--- src/shared/exec_pkg.sv ---
// Package of opcode fields, field positions, reset values and states for the execute subset
package exec_pkg;

  // ****************************************
  // Opcode encodings (14-bit instruction word)
  // ****************************************
  localparam logic [13:0] OP_WATCHDOG_CLEAR = 14'h0064;
  localparam logic [5:0] OP_ADD_REGISTER = 6'h07; // Bits 13:8
  localparam logic [5:0] OP_AND_REGISTER = 6'h05;
  localparam logic [3:0] OP_BIT_CLEAR = 4'h4; // Bits 13:10
  localparam logic [3:0] OP_BIT_SET = 4'h5;
  localparam logic [3:0] OP_SKIP_IF_CLEAR = 4'h6;
  localparam logic [3:0] OP_SKIP_IF_SET = 4'h7;
  localparam logic [4:0] OP_ADD_IMMEDIATE = 5'h1f; // Bits 13:9
  localparam logic [5:0] OP_AND_IMMEDIATE = 6'h39;

  // ****************************************
  // Field positions
  // ****************************************
  localparam int DEST_POS = 7;
  localparam int BIT_LSB = 7;
  localparam int ADDR_MSB = 6;
  localparam int DIGIT_POS = 4;

  // ****************************************
  // Reset values
  // ****************************************
  localparam logic [7:0] ACC_RESET = 8'h00;
  localparam logic FLAG_RESET = 1'b0;
  localparam logic STATUS_RESET = 1'b1; // Time-out and power-down idle high

  // ****************************************
  // Execute states
  // ****************************************
  typedef enum logic [1:0] {
    ST_RUN = 2'b01,
    ST_NOP = 2'b10
  } exec_state_t;

endpackage

--- src/verilog/flag_calc.sv ---
// Adder and AND unit with carry, digit-carry and zero generation
`timescale 1ns/100ps
module flag_calc (
  // Operands
  input wire logic [7:0] opA,
  input wire logic [7:0] opB,
  input wire logic doAnd,
  // Result and flags
  output logic [7:0] result,
  output logic carryOut,
  output logic digitOut,
  output logic zeroOut
);

  // ****************************************
  // Arithmetic
  // ****************************************
  logic [8:0] sum;
  logic [4:0] lowSum;

  // Low nibble sum gives the carry out of bit 3
  always_comb begin
    sum = {1'b0, opA} + {1'b0, opB};
    lowSum = {1'b0, opA[3:0]} + {1'b0, opB[3:0]};
    result = doAnd ? (opA & opB) : sum[7:0];
    carryOut = sum[8];
    digitOut = lowSum[exec_pkg::DIGIT_POS];
    zeroOut = (result == 8'h00);
  end

endmodule // flag_calc

--- src/verilog/instruction_execute_subset.sv ---
// Execute stage for add, AND, bit set/clear, bit test skip and watchdog clear
//
// Contract
// - Add immediate to accumulator, update arithmetic flags.
// - Add register, destination bit selects target.
// - AND immediate into accumulator, zero flag only.
// - AND register, destination bit selects target.
// - Clear selected register bit, flags unchanged.
// - Set selected register bit, flags unchanged.
// - Skip next if tested bit clear.
// - Skip next if tested bit set.
// - Watchdog clear zeroes counter, prescaler, sets status flags.
// - Taken skip spends a second cycle as no-op.
`timescale 1ns/100ps
module instruction_execute_subset (
  // Clock and reset
  input wire logic clk,
  input wire logic rst,
  // Instruction issue
  input wire logic instrValid,
  input wire logic [13:0] instrWord,
  // File register read port (combinational, same clock)
  output logic [6:0] fileAddr,
  input wire logic [7:0] fileRdata,
  // File register write
  output logic fileWe,
  output logic [6:0] fileWaddr,
  output logic [7:0] fileWdata,
  // Status and control
  output logic [7:0] accOut,
  output logic carryFlag,
  output logic digitCarryFlag,
  output logic zeroFlag,
  output logic timeoutFlag,
  output logic powerDownFlag,
  output logic watchdogClear,
  output logic skipCycle
);

  // ****************************************
  // Decode
  // ****************************************
  logic isAddImm, isAddReg, isAndImm, isAndReg, isBitClr, isBitSet;
  logic isSkipClr, isSkipSet, isWatchdogClr, destReg, testBit;
  logic [2:0] bitSel;
  logic [7:0] aluB, aluRes, bitMask;
  logic aluC, aluDigit, aluZ;
  exec_pkg::exec_state_t state_r, state_nxt;

  // Field decode; the read address goes straight out so the operand arrives this cycle
  always_comb begin
    isAddImm = instrWord[13:9] == exec_pkg::OP_ADD_IMMEDIATE;
    isAndImm = instrWord[13:8] == exec_pkg::OP_AND_IMMEDIATE;
    isAddReg = instrWord[13:8] == exec_pkg::OP_ADD_REGISTER;
    isAndReg = instrWord[13:8] == exec_pkg::OP_AND_REGISTER;
    isBitClr = instrWord[13:10] == exec_pkg::OP_BIT_CLEAR;
    isBitSet = instrWord[13:10] == exec_pkg::OP_BIT_SET;
    isSkipClr = instrWord[13:10] == exec_pkg::OP_SKIP_IF_CLEAR;
    isSkipSet = instrWord[13:10] == exec_pkg::OP_SKIP_IF_SET;
    isWatchdogClr = instrWord == exec_pkg::OP_WATCHDOG_CLEAR;
    destReg = instrWord[exec_pkg::DEST_POS];
    bitSel = instrWord[exec_pkg::BIT_LSB +: 3];
    fileAddr = instrWord[exec_pkg::ADDR_MSB:0];
    bitMask = 8'h01 << bitSel;
    testBit = fileRdata[bitSel];
    aluB = (isAddImm || isAndImm) ? instrWord[7:0] : fileRdata;
  end

  flag_calc i_flag_calc (
    .opA(accOut),
    .opB(aluB),
    .doAnd(isAndImm || isAndReg),
    .result(aluRes),
    .carryOut(aluC),
    .digitOut(aluDigit),
    .zeroOut(aluZ)
  );

  // ****************************************
  // Datapath next state
  // ****************************************
  logic [7:0] acc_nxt, fwd_nxt;
  logic [6:0] fwa_nxt;
  logic c_nxt, digit_nxt, z_nxt, to_nxt, pwr_nxt, we_nxt, wc_nxt;
  logic exec;

  // An instruction arriving during the no-op cycle is the discarded one
  always_comb begin
    exec = instrValid && (state_r == exec_pkg::ST_RUN);
    acc_nxt = accOut;
    fwd_nxt = fileWdata;
    fwa_nxt = fileWaddr;
    we_nxt = 1'b0;
    wc_nxt = 1'b0;
    c_nxt = carryFlag;
    digit_nxt = digitCarryFlag;
    z_nxt = zeroFlag;
    to_nxt = timeoutFlag; // Nothing here clears it; sleep and time-out logic sit outside
    pwr_nxt = powerDownFlag;
    state_nxt = exec_pkg::ST_RUN;
    if (exec) begin
      if (isAddImm || (isAddReg && !destReg)) begin
        acc_nxt = aluRes;
      end
      if (isAndImm || (isAndReg && !destReg)) begin
        acc_nxt = aluRes;
      end
      if ((isAddReg || isAndReg) && destReg) begin
        we_nxt = 1'b1;
        fwa_nxt = fileAddr;
        fwd_nxt = aluRes;
      end
      if (isAddImm || isAddReg) begin
        c_nxt = aluC;
        digit_nxt = aluDigit;
      end
      if (isAddImm || isAddReg || isAndImm || isAndReg) begin
        z_nxt = aluZ;
      end
      // Bit operations write back without touching any flag
      if (isBitClr) begin
        we_nxt = 1'b1;
        fwa_nxt = fileAddr;
        fwd_nxt = fileRdata & ~bitMask;
      end
      if (isBitSet) begin
        we_nxt = 1'b1;
        fwa_nxt = fileAddr;
        fwd_nxt = fileRdata | bitMask;
      end
      if ((isSkipClr && !testBit) || (isSkipSet && testBit)) begin
        state_nxt = exec_pkg::ST_NOP;
      end
      if (isWatchdogClr) begin
        wc_nxt = 1'b1;
        to_nxt = 1'b1;
        pwr_nxt = 1'b1;
      end
    end
  end

  // ****************************************
  // Registers
  // ****************************************
  // All outputs but fileAddr registered; the watchdog strobe clears counter and prescaler outside
  always_ff @(posedge clk) begin
    if (rst) begin
      state_r <= exec_pkg::ST_RUN;
      accOut <= exec_pkg::ACC_RESET;
      carryFlag <= exec_pkg::FLAG_RESET;
      digitCarryFlag <= exec_pkg::FLAG_RESET;
      zeroFlag <= exec_pkg::FLAG_RESET;
      timeoutFlag <= exec_pkg::STATUS_RESET;
      powerDownFlag <= exec_pkg::STATUS_RESET;
      fileWe <= 1'b0;
      fileWaddr <= 7'h00;
      fileWdata <= 8'h00;
      watchdogClear <= 1'b0;
      skipCycle <= 1'b0;
    end else begin
      state_r <= state_nxt;
      accOut <= acc_nxt;
      carryFlag <= c_nxt;
      digitCarryFlag <= digit_nxt;
      zeroFlag <= z_nxt;
      timeoutFlag <= to_nxt;
      powerDownFlag <= pwr_nxt;
      fileWe <= we_nxt;
      fileWaddr <= fwa_nxt;
      fileWdata <= fwd_nxt;
      watchdogClear <= wc_nxt;
      skipCycle <= (state_nxt == exec_pkg::ST_NOP);
    end
  end
endmodule // instruction_execute_subset
--- config.mk ---
export PLATFORM = sky130hd
export DESIGN_NAME = instruction_execute_subset
export DESIGN_NICKNAME = d
export VERILOG_FILES = /design/src/shared/exec_pkg.sv /design/src/verilog/flag_calc.sv /design/src/verilog/instruction_execute_subset.sv
export SDC_FILE = /design/constraint.sdc
export NUM_CORES = 1
export LEC_CHECK = 0
export BUFFER_PORTS_ARGS = -buffer_cell sky130_fd_sc_hd__buf_2
export CAP_MARGIN = 20
export CORE_ASPECT_RATIO = 0.9
export CORE_UTILIZATION = 52
export DETAILED_ROUTE_END_ITERATION = 7
export PLACE_DENSITY = 0.88
export SYNTH_ARGS = -nofsm -noshare
export SYNTH_HDL_FRONTEND = slang
export SYNTH_SLANG_ARGS = --single-unit
--- constraint.sdc ---
create_clock -name clk -period 5.05 [get_ports clk]
set_clock_uncertainty 0.2 [all_clocks]
set_input_delay 1.01 -clock clk [delete_from_list [all_inputs] [get_ports clk]]
set_output_delay 1.01 -clock clk [all_outputs]
set_load 0.05 [all_outputs]
==> results.ini, run 1 <==
[cts]
h-tree-depth=2
path_clk_slew_ns=0.07
ctsHoldBuffers=0
cts_resized=0
cts_tree=yes
insertion_delay_ns=0.29
cts_buffer_depth=2
cts_root_buffer=clkbuf_8
post_cts_buffers=0
clock_sinks=30
numCtsBuffers=5

[routing]
vias=1910
wl_per_cell_um=15.9
drc=0
routed_wirelength_um=5230
antenna_left=0
drt_iter0_markers=155
drt_pre_antenna_iters=4
viasPerCell=5.81

[floorplan]
start_util=0.551
io_pins=63
rows=21
die_h_um=61.9
chipWidth_um=68.5
core_area_sq_um=3760
die-area_sq_um=4240

[synthesis]
synthCells=235
synth-edff-count=0
synth-main-ff-cell=dfxtp_1
seq_area_frac_synth=0.290
ys_seq_elements=30
avgSynthCellArea_sq_um=8.81
yosys.cell_types.count=50
yosys_warnings=0
synthArstFlopShare=0
netlist_area_sq_um=2070

[power]
power.leakage_nw=1.07
clock_power_share=0.391
seqPwrFrac=0.397
vdd_drop_max_mv=0.139
p_sw_frac=0.302
combPwrFrac=0.212
intPower_mw=0.430
p_per_area_nw_per_um2=256
switching_power_mw=0.186

[sta]
fmax_mhz=227
finalHoldViolations=0
worst_pin_slew_ns=1.06
rsz0062_at_grt=no
drv_slew=0
fin_tns_setup_ns=0
min_period_over_period=0.873
max_slew_margin=0.292
min_period_ns=4.41
finalSetupViolCount=0

[worst_setup_path]
cp-start-kind=input port
r2r_slack_ns=2.40
critPathArrivalTime_ns=4.42
cp_max_fo=14
r2r_end=fileWdata[6]
rr_worst_depth=8
crit_type=input port to flop
critPathCaptureType=flop
reg2reg_from=accOut[0]
cp-endpoint=fileWdata[6]
crit_start=instrWord[8]
worstPathRequired_ns=5.07

[global_routing]
antenna_found_initial=0
grt_use_total=0.256
globalRouteOverflowTotal=0
grt_pass1_vias=1597
grt_max_degree=30
grt_pass1_wl_um=7710

[placement]
dp_hpwl_um=3890
numPortBuffers=60
gp_congestion=0.879
place_inst=321

[hold_path]
hold_path_class=flop to flop
holdPathStages=2

[run_status]
status=finished, final reports clean

[cells_and_area]
fin_nets=318
finalNonFillerCells=329
final_cell_mix=buf_2, dfxtp_1, nand2_1, nor2_1, mux2i_1
drive_gt1_frac=0.314
final_common_cell=buf_2
diodes=0
synthToLayoutAreaGrowth_pct=16.3

[run]
cap_violations=0

==> stage by stage <==
step                 util  area, sq um  setup slack [ns]  hold WS, ns  total power, mW
floorplan               -         2070             0.932        0.403            0.349
global placement    0.612         2300             0.581        0.239            0.376
detailed placement  0.612         2300             0.415        0.249            0.378
CTS                 0.641         2410             0.687        0.258            0.614
global route        0.641         2410             0.433        0.274            0.640
finish              0.641         2410             0.641        0.257            0.616
==> power by group through the flow <==
stage	registers [mW]	logic, mW	clock network (mW)
after floorplan	0.266	0.0830	0
final	0.244	0.131	0.241
after detailed placement	0.250	0.128	0
after global routing	0.245	0.140	0.255
after CTS	0.244	0.130	0.241
after global placement	0.250	0.126	0
==> kinds of logic (layout without fill, tap and decap cells) <==
family,Yosys count,after routing,synth area share
AND/OR/NAND/NOR,80,80,0.186
AO/OA/AOI/OAI,50,50,0.191
multiplexers,30,30,0.163
flip-flops,30,30,0.290
buffers and inverters,28,75,0.0773
adder cells (fa/ha/maj),11,11,0.0701
XOR/XNOR,5,5,0.0211
other,1,2,0.00181
==> synthesized netlist by cell type (all sizes together), types with 3 or more instances <==
cell type / number / area share
mux2: 9 / 0.049
ha: 10 / 0.060
nor3: 5 / 0.012
nor2b: 5 / 0.015
clkbuf: 7 / 0.013
a211o: 4 / 0.017
dfxtp: 30 / 0.29
o31ai: 3 / 0.013
buf: 14 / 0.052
a21oi: 16 / 0.050
xor2: 4 / 0.017
nand2: 25 / 0.045
nand3b: 3 / 0.011
a211oi: 11 / 0.042
inv: 7 / 0.013
nor2: 24 / 0.044
mux2i: 19 / 0.092
nand3: 4 / 0.0097
a311oi: 3 / 0.013
==> worst min path at each step <==
stage	from	to
6_report	fileWdata[5]	fileWdata[5]
5_1_grt	fileWaddr[5]	fileWaddr[5]
4_1_cts	fileWdata[5]	fileWdata[5]
3_5_place_dp	fileWdata[5]	fileWdata[5]
3_3_place_gp	fileWdata[7]	fileWdata[7]
2_1_floorplan	state_r[0]	watchdogClear
==> worst max-delay path, stage by stage <==
cell	delay [ns]
buf_2	0.21
or3b_1	0.46
a21oi_4	0.35
mux2_2	0.38
ha_1	0.25
fa_1	0.45
nand3_1	0.14
a21oi_1	0.09
o21a_1	0.20
o31ai_1	0.52
o211ai_1	0.17
a21oi_1	0.18
==> sequential cells by signal, summed over array words and instances, names as in the netlist <==
name	cells
accOut	8
carryFlag	1
digitCarryFlag	1
fileWaddr	7
fileWdata	8
fileWe	1
skipCycle	1
state_r	1
watchdogClear	1
zeroFlag	1
==> area by class of cell <==
type / instances / area, sq um
repair buffers: 60 / 300
fillers: 324 / 1350
well taps: 46 / 57.6
clock inverters: 3 / 40.0
clock buffers: 5 / 68.8
inverters: 7 / 26.3
flip-flops and latches: 30 / 601
multi-input cells: 178 / 1310
==> per-layer routing <==
layer	global-route usage	up-vias	wire length [um]
met5	0	-	0
li1	-	924	-
met4	0.0982	0	80
met3	0.0529	8	365
met2	0.406	77	2400
met1	0.343	901	2380
Note: power is estimated with default switching activity, not from simulation.
==> run 2, diff against run 1 <==
--- a/config.mk
+++ b/config.mk
@@ -12,3 +12,3 @@
 export DETAILED_ROUTE_END_ITERATION = 7
-export PLACE_DENSITY = 0.88
+export PLACE_DENSITY_LB_ADDON = 0.3
 export SYNTH_ARGS = -nofsm -noshare
==> constraint.sdc (replaced) <==
create_clock -name clk -period 5.05 [get_ports clk]
set_clock_uncertainty 0.2 [all_clocks]
set_input_delay 0.505 -clock clk [delete_from_list [all_inputs] [get_ports clk]]
set_output_delay 0.505 -clock clk [all_outputs]
set_load 0.05 [all_outputs]
==> run 2 against run 1 <==
Wire length fell by 4.4%. Fmax rose by 16%. Sequential share of layout area rose by 0.18 points. Non-clock buffer count did not move.
==> results.ini, run 2 (same netlist as run 1, synthesis figures left out) <==
[run_status]
status=finished, final reports clean

[run]
cap_violations=0  ; unchanged

[power]
p_per_area_nw_per_um2=240  ; -6.1%
intPower_mw=0.394  ; -8.2%
combPwrFrac=0.226  ; +0.014
p_sw_frac=0.313  ; +0.0107
switching_power_mw=0.180  ; -3.5%
clock_power_share=0.348  ; -0.043
vdd_drop_max_mv=0.161  ; +16%
seqPwrFrac=0.426  ; +0.029
power.leakage_nw=1.06  ; -0.90%

[cts]
cts_root_buffer=clkbuf_8
numCtsBuffers=5  ; unchanged
h-tree-depth=2  ; unchanged
post_cts_buffers=0  ; unchanged
cts_resized=0  ; unchanged
insertion_delay_ns=0.29  ; about the same
path_clk_slew_ns=0.06  ; about the same
cts_buffer_depth=2  ; unchanged
ctsHoldBuffers=0  ; unchanged
cts_tree=yes
clock_sinks=30  ; unchanged

[global_routing]
grt_max_degree=30  ; unchanged
globalRouteOverflowTotal=0  ; unchanged
grt_pass1_wl_um=8030  ; +4.2%
antenna_found_initial=0  ; unchanged
grt_pass1_vias=1638  ; +2.6%
grt_use_total=0.262  ; +0.00574

[sta]
fmax_mhz=264  ; +16%
min_period_ns=3.79  ; -0.616 ns
finalHoldViolations=0  ; unchanged
worst_pin_slew_ns=1.08  ; +0.0223 ns
min_period_over_period=0.751  ; -0.122
fin_tns_setup_ns=0  ; unchanged
max_slew_margin=0.277  ; -0.0149
finalSetupViolCount=0  ; unchanged
drv_slew=0  ; unchanged
rsz0062_at_grt=no

[routing]
drt_pre_antenna_iters=4  ; unchanged
viasPerCell=5.75  ; -0.89%
wl_per_cell_um=15.2  ; -4.4%
wl_met3_um=326  ; -11%
routed_wirelength_um=5000  ; -4.4%
vias=1893  ; -0.89%
drt-met1-wl_um=2390  ; +0.21%
dr_wl_met2_um=2240  ; -6.8%
antenna_left=0  ; unchanged
drc=0  ; unchanged
drt_iter0_markers=187  ; +21%
highest_layer=met4

[placement]
numPortBuffers=60  ; unchanged
placed_cell_area_sq_um=2300  ; unchanged
dp_hpwl_um=3870  ; -0.66%
gp_congestion=0.899  ; +2.3%
place_inst=321  ; unchanged

[hold_path]
hold_path_class=flop to flop
holdPathStages=2  ; unchanged
whs_endpoint=fileWdata[3]
min-delay-start=fileWdata[3]

[worst_setup_path]
critPathCaptureType=flop
cp_max_fo=14  ; unchanged
worstPathRequired_ns=5.07  ; about the same
reg2reg_from=accOut[0]
rr_worst_depth=8  ; unchanged
crit_type=input port to flop
critPathArrivalTime_ns=3.81  ; -0.61 ns
r2r_end=fileWdata[6]
cp-start-kind=input port
r2r_slack_ns=2.52  ; +0.12 ns

[cells_and_area]
finalNonFillerCells=329  ; unchanged
synthToLayoutAreaGrowth_pct=15.4
fill_cells=337  ; +4.0%
final_common_cell=buf_2
drive_gt1_frac=0.311  ; -0.00353
fin_area_sq_um=2390  ; -0.73%
final_cell_mix=buf_2, dfxtp_1, nand2_1, nor2_1, mux2i_1
diodes=0  ; unchanged
postLayoutCoreUtil=0.636  ; -0.00466
largestRegisters=accOut (8), fileWdata (8), fileWaddr (7)
fin_nets=318  ; unchanged

[floorplan]
core_area_sq_um=3760  ; unchanged
die-area_sq_um=4240  ; unchanged
die_h_um=61.9  ; unchanged
start_util=0.551  ; unchanged
rows=21  ; unchanged
chipWidth_um=68.5  ; unchanged
io_pins=63  ; unchanged

-- run 2: cell types whose count changed in the layout (fill, tap and decap cells not counted) --
cell / change
clkbuf_1: +1
clkbuf_8: +1
bufinv_16: -1
clkinv_2: -1
-- run 2: layer usage --
layer  vias to the layer above  track usage
li1                        927            -
met3                         7       0.0566
met1                       897        0.377
met2                        62        0.398
met5                         -            0
met4                         0       0.0625
-- run 2: how the worst max path moves through the flow --
stage                             from            to  slack [ns]  cells past startpoint
after floorplan           instrWord[9]      zeroFlag        1.44                     10
after global placement    instrWord[8]  fileWdata[6]        1.07                     12
after detailed placement  instrWord[8]  fileWdata[6]        0.96                     12
after CTS                 instrWord[8]  fileWdata[6]        1.26                     12
after global routing      instrWord[8]  fileWdata[6]        0.99                     12
final                     instrWord[8]  fileWdata[6]        1.26                     12
-- run 2: worst max-delay path, stage by stage --
cell and delay [ns]:
buf_2 0.21, or3b_1 0.45, a21oi_4 0.35, mux2_2 0.38
ha_1 0.24, fa_1 0.44, nand3_1 0.14, a21oi_1 0.09
o21a_1 0.20, o31ai_1 0.44, o211ai_1 0.16, a21oi_1 0.19
-- run 2: stage by stage --
stage	setup WS [ns]	hold WS [ns]	total power, mW
floorplan	1.44	0.403	0.349
finish	1.26	0.251	0.574
global placement	1.07	0.241	0.377
detailed placement	0.960	0.247	0.378
global route	0.994	0.273	0.603
CTS	1.26	0.257	0.577
-- run 2: cell type report --
cell class	instances	area, sq um	area share
clock buffers	7	86.3	0.0361
clock inverters	1	5.00	0.00209
inverters	7	26.3	0.0110
multi-input cells	178	1310	0.550
flip-flops and latches	30	601	0.251
well taps	46	57.6	0.0241
repair buffers	60	300	0.126
-- run 2: power by group through the flow --
stage,sequential (mW),clock [mW],combinational [mW]
2_1_floorplan,0.266,0,0.0830
3_3_place_gp,0.249,0,0.127
3_5_place_dp,0.250,0,0.129
4_1_cts,0.244,0.203,0.129
5_1_grt,0.245,0.218,0.141
6_report,0.244,0.200,0.130
